### config.mk
export PLATFORM = sky130hd
export DESIGN_NAME = uhia_irq_aggregator
export DESIGN_NICKNAME = d
export VERILOG_FILES = /design/src/common/uhia_pkg.sv /design/src/logic/uhia_event_group.sv /design/src/logic/uhia_irq_aggregator.sv
export SDC_FILE = /design/constraint.sdc
export NUM_CORES = 1
export LEC_CHECK = 0
export ABC_AREA = 1
export BUFFER_PORTS_ARGS = -buffer_cell sky130_fd_sc_hd__buf_2
export CORE_ASPECT_RATIO = 1.4
export CORE_MARGIN = 2
export CORE_UTILIZATION = 40
export CTS_CLUSTER_SIZE = 28
export DETAILED_ROUTE_END_ITERATION = 8
export GPL_ROUTABILITY_DRIVEN = 0
export PLACE_DENSITY = 0.63
export RECOVER_POWER = 100
export SLEW_MARGIN = 20
export SYNTH_ARGS = -nofsm -noshare
export SYNTH_HDL_FRONTEND = slang
export SYNTH_SLANG_ARGS = --single-unit
### constraint.sdc
create_clock -name sys_clk -period 1.3 [get_ports sys_clk]
set_input_delay 0.26 -clock sys_clk [delete_from_list [all_inputs] [get_ports sys_clk]]
set_output_delay 0.26 -clock sys_clk [all_outputs]
set_load 0.05 [all_outputs]
### src/common/uhia_pkg.sv
// constants shared by the usb host interrupt aggregator
package uhia_pkg;
  // ---------------------------------------------
  // register indices (read index, write index)
  // ---------------------------------------------
  localparam logic [7:0] IDX_HWCFG_RD = 8'h20;
  localparam logic [7:0] IDX_HWCFG_WR = 8'ha0;
  localparam logic [7:0] IDX_G2STAT_RD = 8'h03;
  localparam logic [7:0] IDX_G2STAT_WR = 8'h83;
  localparam logic [7:0] IDX_G2EN_RD = 8'h04;
  localparam logic [7:0] IDX_G2EN_WR = 8'h84;
  localparam logic [7:0] IDX_CPUSTAT_RD = 8'h24;
  localparam logic [7:0] IDX_CPUSTAT_WR = 8'ha4;
  localparam logic [7:0] IDX_CPUEN_RD = 8'h25;
  localparam logic [7:0] IDX_CPUEN_WR = 8'ha5;
  localparam logic [7:0] CMD_SOFT_RESET = 8'ha9;
  // ---------------------------------------------
  // field positions
  // ---------------------------------------------
  localparam int HWCFG_PIN_EN_BIT = 0;
  localparam int HWCFG_TRIG_BIT = 1;
  localparam int HWCFG_POL_BIT = 2;
  localparam int G2_MASTER_EN_BIT = 31;
  localparam int CPU_G2_SUMMARY_BIT = 0;
  localparam int EVENT_COUNT = 6;
  // ---------------------------------------------
  // reset values
  // ---------------------------------------------
  localparam logic [2:0] HWCFG_RESET = 3'h0;
  localparam logic [5:0] EVENT_EN_RESET = 6'h00;
  localparam logic INT_PIN_RESET = 1'b1;
endpackage

### src/logic/uhia_event_group.sv
// one group of sticky event flags with enables and an or of the enabled flags
`timescale 1ns/10ps
`default_nettype none
module uhia_event_group #(
  parameter int N = 6
) (
  input wire logic sys_clk, // system clock
  input wire logic clear, // synchronous clear of all flags
  input wire logic [N-1:0] eventIn, // event pulses or levels, one per flag
  input wire logic [N-1:0] clearMask, // one-cycle write-one-to-clear mask
  input wire logic [N-1:0] enable, // enable bit per flag
  output logic [N-1:0] status, // sticky flags
  output logic anyEnabled // or of enabled flags
);
  logic [N-1:0] status_reg;
  logic [N-1:0] status_next;

  // a new event beats a clear in the same cycle
  assign status_next = (status_reg & ~clearMask) | eventIn;
  assign status = status_reg;
  assign anyEnabled = |(status_reg & enable);

  always_ff @(posedge sys_clk) begin
    if (clear) begin
      status_reg <= '0;
    end else begin
      status_reg <= status_next;
    end
  end
endmodule // uhia_event_group
`default_nettype wire

### src/logic/uhia_irq_aggregator.sv
// interrupt aggregation behind the command and data ports of the host controller
//
// Contract
// - pin trigger and polarity come from config bits 1 and 2; index 20h/a0h.
// - four pin modes: level low, level high, edge low, edge high.
// - config bit 0 is the master enable of the interrupt pin.
// - six group-two events set sticky status bits; enabled ones are ored.
// - group-two or anded with enable bit 31 sets group-two flag in cpu status.
// - group one has six enabled event bits, one fed by group two, ored.
// - pin follows request through a latch; pin enable low holds the pin.
// - reset pin or command a9h returns all control registers to reset values.
`timescale 1ns/10ps
`default_nettype none
module uhia_irq_aggregator
  import uhia_pkg::*;
#(
  parameter int N = EVENT_COUNT
) (
  input wire logic sys_clk, // 20 mhz system clock
  input wire logic rst, // synchronous reset, active high
  input wire logic csN, // chip select, active low
  input wire logic addr0, // 1 command port, 0 data port
  input wire logic rdN, // read strobe, active low
  input wire logic wrN, // write strobe, active low
  input wire logic [15:0] dataIn, // data bus from processor
  output logic [15:0] dataOut, // data bus to processor
  output logic dataOe, // drive enable of data bus
  input wire logic [N-1:0] group2Events, // group-two event sources
  input wire logic [N-2:0] group1Events, // other group-one event sources
  output logic intPin // interrupt request pin
);
  // ---------------------------------------------
  // port access decode
  // ---------------------------------------------
  logic wrPrev_reg, rdPrev_reg, phase_reg, dataOe_reg, intPin_reg, reqPrev_reg;
  logic [7:0] index_reg;
  logic [15:0] lowHalf_reg, dataOut_reg;
  logic [31:0] readWord_reg;
  logic [2:0] hwCfg_reg;
  logic [N-1:0] g2Enable_reg, cpuEnable_reg;
  logic g2Master_reg;

  wire wrStart = !csN && !wrN && wrPrev_reg;
  wire rdStart = !csN && !rdN && rdPrev_reg && !addr0;
  wire cmdWrite = wrStart && addr0;
  wire dataWrite = wrStart && !addr0;
  wire softReset = cmdWrite && (dataIn[7:0] == CMD_SOFT_RESET);
  wire ctlClear = rst || softReset;
  wire [31:0] wrWord = {dataIn, lowHalf_reg};
  // 32-bit registers commit only on the upper half
  wire wr16 = dataWrite;
  wire wr32 = dataWrite && phase_reg;

  wire hwCfgWr = wr16 && (index_reg == IDX_HWCFG_WR);
  wire g2StatWr = wr32 && (index_reg == IDX_G2STAT_WR);
  wire g2EnWr = wr32 && (index_reg == IDX_G2EN_WR);
  wire cpuStatWr = wr16 && (index_reg == IDX_CPUSTAT_WR);
  wire cpuEnWr = wr16 && (index_reg == IDX_CPUEN_WR);

  wire pinEnable = hwCfg_reg[HWCFG_PIN_EN_BIT];
  wire edgeMode = hwCfg_reg[HWCFG_TRIG_BIT];
  wire activeHigh = hwCfg_reg[HWCFG_POL_BIT];

  // ---------------------------------------------
  // event groups
  // ---------------------------------------------
  logic [N-1:0] g2Status, cpuStatus;
  logic g2Any, g1Request;
  wire g2Summary = g2Any && g2Master_reg;
  wire [N-1:0] g2Clear = g2StatWr ? wrWord[N-1:0] : '0;
  wire [N-1:0] cpuClear = cpuStatWr ? dataIn[N-1:0] : '0;

  uhia_event_group #(.N(N)) u_group2 (
    .sys_clk(sys_clk),
    .clear(ctlClear),
    .eventIn(group2Events),
    .clearMask(g2Clear),
    .enable(g2Enable_reg),
    .status(g2Status),
    .anyEnabled(g2Any)
  );

  uhia_event_group #(.N(N)) u_group1 (
    .sys_clk(sys_clk),
    .clear(ctlClear),
    .eventIn({group1Events, g2Summary}),
    .clearMask(cpuClear),
    .enable(cpuEnable_reg),
    .status(cpuStatus),
    .anyEnabled(g1Request)
  );

  // ---------------------------------------------
  // read mux
  // ---------------------------------------------
  wire [31:0] readSel =
    (index_reg == IDX_HWCFG_RD) ? {29'h0, hwCfg_reg} :
    (index_reg == IDX_G2STAT_RD) ? {26'h0, g2Status} :
    (index_reg == IDX_G2EN_RD) ? {g2Master_reg, 25'h0, g2Enable_reg} :
    (index_reg == IDX_CPUSTAT_RD) ? {26'h0, cpuStatus} :
    (index_reg == IDX_CPUEN_RD) ? {26'h0, cpuEnable_reg} : 32'h0;

  // ---------------------------------------------
  // pin stage
  // ---------------------------------------------
  // edge modes give a one-cycle pulse on each rise of the request
  wire pinActive = edgeMode ? (g1Request && !reqPrev_reg) : g1Request;
  wire pinLevel = activeHigh ? pinActive : !pinActive;

  always_ff @(posedge sys_clk) begin
    if (rst) begin
      wrPrev_reg <= 1'b1;
      rdPrev_reg <= 1'b1;
    end else begin
      wrPrev_reg <= wrN || csN;
      rdPrev_reg <= rdN || csN;
    end
  end

  always_ff @(posedge sys_clk) begin
    if (rst) begin
      index_reg <= 8'h00;
      phase_reg <= 1'b0;
      lowHalf_reg <= 16'h0000;
    end else if (cmdWrite) begin
      index_reg <= dataIn[7:0];
      phase_reg <= 1'b0;
    end else if (dataWrite || rdStart) begin
      lowHalf_reg <= dataIn;
      phase_reg <= !phase_reg;
    end
  end

  always_ff @(posedge sys_clk) begin
    if (ctlClear) begin
      hwCfg_reg <= HWCFG_RESET;
      g2Enable_reg <= EVENT_EN_RESET;
      g2Master_reg <= 1'b0;
      cpuEnable_reg <= EVENT_EN_RESET;
    end else begin
      if (hwCfgWr) hwCfg_reg <= dataIn[2:0];
      if (g2EnWr) g2Enable_reg <= wrWord[N-1:0];
      if (g2EnWr) g2Master_reg <= wrWord[G2_MASTER_EN_BIT];
      if (cpuEnWr) cpuEnable_reg <= dataIn[N-1:0];
    end
  end

  // read word is frozen at the low half so the two halves agree
  always_ff @(posedge sys_clk) begin
    if (rst) begin
      readWord_reg <= 32'h0;
      dataOut_reg <= 16'h0000;
      dataOe_reg <= 1'b0;
    end else begin
      dataOe_reg <= !csN && !rdN && !addr0;
      if (rdStart && !phase_reg) begin
        readWord_reg <= readSel;
        dataOut_reg <= readSel[15:0];
      end else if (rdStart) begin
        dataOut_reg <= readWord_reg[31:16];
      end
    end
  end

  // while the pin enable is low the pin and its edge memory are frozen
  always_ff @(posedge sys_clk) begin
    if (ctlClear) begin
      intPin_reg <= INT_PIN_RESET;
      reqPrev_reg <= 1'b0;
    end else if (pinEnable) begin
      intPin_reg <= pinLevel;
      reqPrev_reg <= g1Request;
    end
  end

  assign dataOut = dataOut_reg;
  assign dataOe = dataOe_reg;
  assign intPin = intPin_reg;
endmodule // uhia_irq_aggregator
`default_nettype wire

==> results of run 1 <==
[synthesized netlist by cell type]
cell type  instances  area (µm²)
nand4_1            9        56.3
nand2_4            1        11.3
dfxtp_1           56        1120
inv_2              6        22.5
nor3_2             1        10.0
inv_4              1        6.26
conb_1             1        3.75
nand3_2            1        10.0
nor3_1             1        5.00
clkinv_4           1        8.76
o31ai_1            1        7.51
o21ai_1            2        10.0
nor2_4             4        45.0
buf_6              1        11.3
nand2_1           76         285
o21bai_1           3        22.5
a21oi_2            5        43.8
clkbuf_1           2        7.51
nand3_4            1        17.5
a211oi_1           2        15.0
a21oi_1           46         230
o21ai_0           23         115
nand3_1           36         180
o21ai_2            2        17.5
nor2_2             4        25.0
nor2_1            18        67.6
buf_2              4        20.0
inv_1             26        97.6
nand2_2            2        12.5
buf_4             12        90.1
[where the power goes]
group          internal (mW)  switching (mW)  leakage (nW)
Sequential              1.78          0.0504         0.460
Clock                  0.583           0.583        0.0558
Combinational          0.212           0.335         0.975
[placed cells by master, fill, tap and decap left out, types with 2 or more instances in the layout]
cell type and n:
a21oi_1 38, a21oi_2 13, buf_12 4, buf_2 24
buf_4 32, buf_6 9, clkbuf_1 3, clkbuf_16 2
clkbuf_2 10, clkbuf_8 5, conb_1 9, dfxtp_1 50
dfxtp_2 6, inv_1 22, inv_2 9, inv_4 2
nand2_1 65, nand2_2 7, nand2_4 7, nand3_1 29
nand3_2 8, nand4_1 9, nor2_1 15, nor2_2 2
nor2_4 9, o21ai_0 14, o21ai_1 5, o21ai_2 7
o21bai_1 3
[what timing repair did]
item | in CTS | in global routing
resized for setup | 15 | 65
endpoints found under the setup margin | 14 | 34
hold endpoints to repair | 0 | 0
hold buffers | 0 | 0
setup buffers | 0 | 10
gates cloned | 0 | 4
pin swaps | 3 | 17
[critical path: cells and delay by family, from the launching register on]
family / cells / cell delay [ns]
buffers and inverters: 2 / 0.24
DFF: 1 / 0.36
AOI/OAI and AO/OA: 1 / 0.06
and+or+nand+nor: 4 / 0.59
[kinds of logic after synthesis]
kind of cell | count (synthesis) | synth area share [%]
flip-flops | 56 | 43.5
AO/OA/AOI/OAI | 84 | 17.9
other | 1 | 0.146
AND/OR/NAND/NOR | 154 | 28.2
buffers and inverters | 53 | 10.2
[layer usage]
metal,vias up,wire (µm),track usage [%]
met5,-,0,0
met4,0,297,8.13
met3,33,521,3.68
met2,133,3750,33.6
met1,1190,2990,25.2
li1,1292,-,-
[stage by stage]
step	hold WS, ns	cells	setup WS, ns	TNS, ns	instance area [µm²]
after global placement	0.446	478	-0.151	-3.83	3040
after CTS	0.145	486	-0.00775	-0.0144	3180
after global routing	0.153	500	-0.136	-3.35	3530
final	0.148	500	-0.0538	-0.409	3530
after floorplan	0.332	356	0.0680	0	2610
after detailed placement	0.449	478	-0.186	-4.92	3040
[cell type report]
class / instances / area share, %
Sequential cell: 56 / 31.9
Multi-Input combinational cell: 247 / 40.1
Timing Repair Buffer: 83 / 18.4
Inverter: 34 / 3.89
Clock inverter: 2 / 1.10
Clock buffer: 6 / 2.05
Tap cell: 72 / 2.55
[how the worst max path moves through the flow]
stage / start / endpoint / slack (ns) / cells after the start
floorplan: csN / lowHalf_reg[4]$_SDFFE_PP0P_ / 0.07 / 9
global placement: csN / g2Enable_reg[4]$_SDFFE_PP0P_ / -0.15 / 11
detailed placement: csN / g2Enable_reg[4]$_SDFFE_PP0P_ / -0.19 / 11
CTS: index_reg[0]$_SDFFE_PP0P_ / dataOut[1]$_SDFFE_PP0P_ / -0.008 / 7
global route: index_reg[6]$_SDFFE_PP0P_ / cpuEnable_reg[1]$_SDFFE_PP0P_ / -0.14 / 8
finish: wrPrev_reg$_SDFF_PP1_ / cpuEnable_reg[5]$_SDFFE_PP0P_ / -0.05 / 7
==> results_dict.tcl, run 1 <==
set metrics [dict create \
    status "complete, but fails checks" \
    failed_checks "setup timing" \
    cts.htree.levels 2 \
    crit_path_top_delay_cell "dfxtp_1" \
    drt-vias-per-instance 5.30 \
    slew_violations 0 \
    io_buffers 34 \
    fin_ws_ns -0.0538 \
    ys_warn_count 0 \
    cts_buffers 5 \
    drv_cap 0 \
    nNetsFinal 460 \
    clk_pin_slew_ns 0.10 \
    syn_inst 348 \
    synth-seq-cells 56 \
    clock_latency_ns 0.32 \
    antenna_found_initial 0 \
    ys_types 30 \
    routedWlPerCell_um 15.1 \
    cp-end-kind "flop" \
    die_w_um 71.8 \
    first_global_vias 2337 \
    fin_skew_ns 0.0108 \
    r2r_start "wrPrev_reg$_SDFF_PP1_" \
    period_needed_ns 1.35 \
    seq_area_mm2 0.00113 \
    design.core.area_mm2 0.00621 \
    powerDensity_mw_per_mm2 1000 \
    hold_depth 3 \
    grt_pass1_wl_mm 11.2 \
    min_to "u_group1.status[2]$_SDFF_PP0_" \
    start_util_pct 41.5 \
    insertedDiodeCount 0 \
    multi_input_area_mm2 0.00142 \
    num_vias 2648 \
    min_period_over_period_pct 104 \
    initialDrtViolationCount 187 \
    syn_avg_cell_area_um2 7.40 \
    cts_tree "built" \
    drt-total-wl_mm 7.56 \
    r2r-end "cpuEnable_reg[5]$_SDFFE_PP0P_" \
    rsz0062_at_grt "yes" \
    place_hpwl_mm 5.00 \
    dieHeight_um 99.0 \
    grt_max_degree 31 \
    timing.fmax_mhz 739 \
    cpPeakStageDelay_ns 0.36 \
    dieArea_mm2 0.00711 \
    rrSetupSlack_ns -0.05 \
    root_buffer "clkbuf_8" \
    arrival_ns 1.56 \
    total_power_mw 3.54 \
    rr_worst_depth 7 \
    path_common_cell "buf_4" \
    track_usage_pct 20.1 \
    clock-sinks 56 \
    vdd.ir_drop.worst_mv 0.727 \
    fillers 562 \
    fin_util_pct 56.9 \
    largest_reg_flops 8 \
    hold_start "group1Events[1]" \
    worstPathCellList "nand2_4, nor2_4, buf_4, buf_4, nand3_1, nand2_1, a21oi_2" \
    cp.required_ns 1.51 \
    netlist_area_mm2 0.00258 \
    holdCritPathClass "in -> reg" \
    clockBufferDepth 2 \
    crit_type "reg -> reg" \
    drc_errors 0 \
    drive_above_1_share_pct 38.1 \
    power.leakage_nw 1.49 \
    path_max_fanout 6 \
    dr.pass1.iters 5 \
    final_antenna_net_count 0 \
    io_pins 51 \
    syn_to_final_growth_pct 37.2 \
    rows 34 \
    overflow 0 \
    yosysSeqAreaShare_pct 43.5 \
    hold_viol 0 \
    start_kind "flop" \
    finalSetupViolCount 18 \
]
No activity file was read; power rests on OpenSTA's default activity.
==> inputs of run 2 (changes only) <==
Settings changed: PLACE_DENSITY 0.63 to 0.57, RECOVER_POWER 100 to not set.
==> results_dict.tcl, run 2 (synthesized netlist as in run 1, its figures left out) <==
set metrics [dict create \
    status "complete, but fails checks" \
    failed_checks "setup timing" \
    cp.required_ns 1.55 \
    io_buffers 34 \
    p_int_mw 2.54 \
    drt-vias-per-instance 5.24 \
    cts.htree.levels 2 \
    num_vias 2592 \
    rows 34 \
    die_w_um 71.8 \
    hold_start "rdN" \
    overflow 0 \
    total_power_mw 3.50 \
    arrival_ns 1.63 \
    pwr-share-seq_pct 52.2 \
    drv_cap 0 \
    hold_depth 3 \
    period_needed_ns 1.38 \
    antenna_found_initial 0 \
    vdd.ir_drop.worst_mv 0.551 \
    fillers 600 \
    multi_input_area_mm2 0.00144 \
    place_inst 480 \
    start_kind "flop" \
    grt_max_degree 31 \
    drc_errors 0 \
    insertedDiodeCount 0 \
    timing.fmax_mhz 726 \
    hold_ws_ns 0.161 \
    finalSetupViolCount 18 \
    final_antenna_net_count 0 \
    powerDensity_mw_per_mm2 1010 \
    seq_area_mm2 0.00113 \
    initialDrtViolationCount 167 \
    cts_buffers 5 \
    clock_latency_ns 0.31 \
    routedWlPerCell_um 14.7 \
    final_cells 495 \
    slew_violations 0 \
    combPwrFrac_pct 15.0 \
    fin_ws_ns -0.0782 \
    cp-end-kind "flop" \
    hold_viol 0 \
    drt-total-wl_mm 7.26 \
    clk_pin_slew_ns 0.10 \
    path_max_fanout 8 \
    clock-sinks 56 \
    final_cell_mix "66 x nand2_1, 52 x dfxtp_1, 42 x a21oi_1" \
    cts_tree "built" \
    nNetsFinal 455 \
    syn_to_final_growth_pct 34.2 \
    power.leakage_nw 1.45 \
    rsz0062_at_grt "yes" \
    min_period_over_period_pct 106 \
    largest_reg_flops 8 \
    track_usage_pct 20.8 \
    rr_worst_depth 10 \
    layout_commonest_cell "nand2_1" \
    pwr-share-clk_pct 32.8 \
    crit_start "index_reg[0]$_SDFFE_PP0P_" \
    r2r_start "index_reg[0]$_SDFFE_PP0P_" \
    crit_type "reg -> reg" \
    dieHeight_um 99.0 \
    grt_pass1_wl_mm 11.5 \
    first_global_vias 2398 \
    clockBufferDepth 2 \
    p_sw_share_pct 27.3 \
    dr.pass1.iters 4 \
    io_pins 51 \
    design.core.area_mm2 0.00621 \
    start_util_pct 41.5 \
    drive_above_1_share_pct 38.3 \
    fin_skew_ns 0.00478 \
    dieArea_mm2 0.00711 \
    power_switching_uw 956 \
    holdCritPathClass "in -> reg" \
    root_buffer "clkbuf_8" \
    place_hpwl_mm 5.19 \
]
==> run 2: cell count changes in the layout (fill, tap and decap cells not counted), sizes merged <==
| cell | delta |
|---|---|
| buf | +9 |
| clkbuf | -14 |
| clkinv | +1 |
| inv | -1 |
==> run 2: final timing paths <==
path	endpoint	slack, ns
worst max-delay path	g2Enable_reg[4]$_SDFFE_PP0P_	-0.08
worst min-delay path	rdPrev_reg$_SDFF_PP1_	0.16
worst max register to register	g2Enable_reg[4]$_SDFFE_PP0P_	-0.08
worst min register to register	dataOut[3]$_SDFFE_PP0P_	0.46
==> run 2: timing repair <==
| action | 4_1_cts | 5_1_grt |
|---|---|---|
| resized for setup | 17 | 64 |
| endpoints found under the setup margin | 21 | 38 |
| pin swaps | 6 | 25 |
| cloned | 0 | 3 |
| setup buffers | 1 | 3 |
| hold buffers | 0 | 0 |
| hold endpoints to repair | 0 | 0 |
==> run 2: area by class of cell <==
type	instances	share of cell area [%]
multi-input cells	247	41.5
flip-flops and latches	56	32.6
repair buffers	78	16.1
inverters	34	4.05
well taps	72	2.61
clock buffers	6	2.10
clock inverters	2	1.01
==> run 2: critical path: stages, from the launching register on <==
cell	delay, ns
dfxtp_2	0.34
inv_2	0.07
nand2_4	0.05
buf_6	0.11
nor2_4	0.14
nand2_4	0.09
inv_6	0.08
nand3_4	0.14
clkinv_4	0.12
nand2_1	0.07
a21oi_2	0.10
==> run 2: power groups by stage <==
stage / Clock (mW) / Sequential (mW) / Combinational (mW)
finish: 1.15 / 1.83 / 0.527
global route: 1.23 / 1.83 / 0.575
CTS: 1.17 / 1.82 / 0.450
detailed placement: 0 / 1.86 / 0.434
global placement: 0 / 1.85 / 0.428
floorplan: 0 / 1.85 / 0.271
==> run 2: per-stage QoR <==
| stage | setup TNS [ns] | setup WS (ns) | utilization, % | instance area (µm²) |
|---|---|---|---|---|
| CTS | -0.364 | -0.0518 | 51.5 | 3200 |
| finish | -0.746 | -0.0782 | 55.7 | 3460 |
| global route | -2.69 | -0.144 | 55.7 | 3460 |
| global placement | -3.56 | -0.130 | 49.0 | 3040 |
| floorplan | 0 | 0.0680 | - | 2610 |
| detailed placement | -4.40 | -0.147 | 49.0 | 3040 |
==> run 2: layer usage <==
metal  vias up  global-route usage, %  wire length [µm]
met4         0                   6.24               129
li1       1283                      -                 -
met1      1233                   26.0              2970
met2        66                   36.2              3850
met3        10                   3.27               306
met5         -                      0                 0
==> inputs of run 3 (changes only) <==
Settings changed: TNS_END_PERCENT set to 1.
==> results_dict.tcl, run 3 (synthesized netlist as in run 1, its figures left out) <==
set metrics [dict create \
    drive_above_1_share_pct 31.4 \
    fin_ws_ns -0.0594 \
    overflow 0 \
    cp-end-kind "flop" \
    fin_skew_ns 0.00743 \
    clk_pin_slew_ns 0.10 \
    power.leakage_nw 1.37 \
    nNetsFinal 449 \
    path_max_fanout 8 \
    cts_buffers 5 \
    status "complete, but fails checks" \
    grt_util_met3_pct 3.27 \
    timing.fmax_mhz 736 \
    first_global_vias 2385 \
    final_cell_mix "68 x nand2_1, 53 x dfxtp_1, 42 x a21oi_1" \
    insertedDiodeCount 0 \
    largest_reg_flops 8 \
    grt_use_met2_pct 36.2 \
    antenna_found_initial 0 \
    slew_violations 0 \
    io_pins 51 \
    period_needed_ns 1.36 \
    clockBufferDepth 2 \
    cpPeakStageDelay_ns 0.34 \
    arrival_ns 1.62 \
    grt_busiest_layer "met2" \
    rsz0062_at_grt "yes" \
    grt_pass1_wl_mm 11.5 \
    root_buffer "clkbuf_8" \
    worstPathCellList "inv_2, nand2_2, buf_6, nor2_4, nand2_4, inv_4, nand3_4, clkinv_4, nand2_1, a21oi_2" \
    start_kind "flop" \
    place_inst 480 \
    layout_commonest_cell "nand2_1" \
    cp.required_ns 1.56 \
    drt-vias-per-instance 5.15 \
    initialDrtViolationCount 120 \
    num_vias 2518 \
    dieHeight_um 99.0 \
    rr_worst_depth 10 \
    clock_latency_ns 0.32 \
    vdd.ir_drop.worst_mv 0.495 \
    io_buffers 34 \
    clock-sinks 56 \
    die_w_um 71.8 \
    min_period_over_period_pct 105 \
    syn_to_final_growth_pct 25.5 \
    final_antenna_net_count 0 \
    drc_errors 0 \
    crit_path_top_delay_cell "dfxtp_2" \
    failed_checks "setup timing" \
    gr-usage-met1_pct 26.0 \
    cts.htree.levels 2 \
    hold_viol 0 \
    grt_max_degree 31 \
    final_cells 489 \
    track_usage_pct 20.8 \
    drv_cap 0 \
    powerDensity_mw_per_mm2 1060 \
    hold_buffers 0 \
    place_hpwl_mm 5.19 \
    place_ws_ns -0.147 \
    design.core.area_mm2 0.00621 \
    holdCritPathClass "in -> reg" \
    dieArea_mm2 0.00711 \
    crit_type "reg -> reg" \
    finalSetupViolCount 18 \
    rows 34 \
    start_util_pct 41.5 \
    drt-total-wl_mm 6.88 \
    dr.pass1.iters 4 \
    cts_tree "built" \
    hold_depth 3 \
    routedWlPerCell_um 14.1 \
]
-- run 3: report_power, final --
group	leakage [nW]	switching [mW]	internal (mW)
Clock	0.0552	0.578	0.573
Combinational	0.851	0.298	0.170
Sequential	0.459	0.0462	1.77
-- run 3: path summary, 6_finish.rpt --
check / from / endpoint / slack (ns)
max: index_reg[0]$_SDFFE_PP0P_ / g2Enable_reg[4]$_SDFFE_PP0P_ / -0.06
min: group1Events[3] / u_group1.status[4]$_SDFF_PP0_ / 0.15
max reg2reg: index_reg[0]$_SDFFE_PP0P_ / g2Enable_reg[4]$_SDFFE_PP0P_ / -0.06
min reg2reg: dataOut[3]$_SDFFE_PP0P_ / dataOut[3]$_SDFFE_PP0P_ / 0.46
-- run 3: critical path, delay by kind of cell, from the launching register on --
family          cells  cell delay (ns)
compound gates      1             0.10
simple gates        5             0.47
flops               1             0.34
buf+inv             4             0.37
-- run 3: layer usage --
layer	up-vias	wire length, µm
met5	-	0
met4	0	148
met3	12	291
met2	59	3530
met1	1177	2910
li1	1270	-
-- run 3: timing repair --
action / 4_1_cts / 5_1_grt
hold endpoints to repair: 0 / 0
resized for setup: 12 / 21
pin swaps: 3 / 4
gates cloned: 0 / 1
setup buffers: 0 / 0
endpoints found under the setup margin: 21 / 38
-- run 3: cell type report --
type | count | area, µm²
clock buffer | 6 | 72.6
clock inverter | 2 | 35.0
fill | 629 | 2980
inverter | 34 | 135
multi-input combinational | 247 | 1280
sequential | 56 | 1120
tap | 72 | 90.1
timing repair buffer | 72 | 493
-- run 3: stage by stage --
step / hold WS (ns) / instance area, µm² / util, % / total power [mW] / setup TNS (ns)
floorplan: 0.332 / 2610 / - / 2.12 / 0
global placement: 0.446 / 3040 / 49.0 / 2.28 / -3.56
detailed placement: 0.450 / 3040 / 49.0 / 2.29 / -4.40
CTS: 0.148 / 3170 / 51.1 / 3.43 / -0.577
global route: 0.163 / 3230 / 52.1 / 3.57 / -2.71
finish: 0.152 / 3230 / 52.1 / 3.44 / -0.565
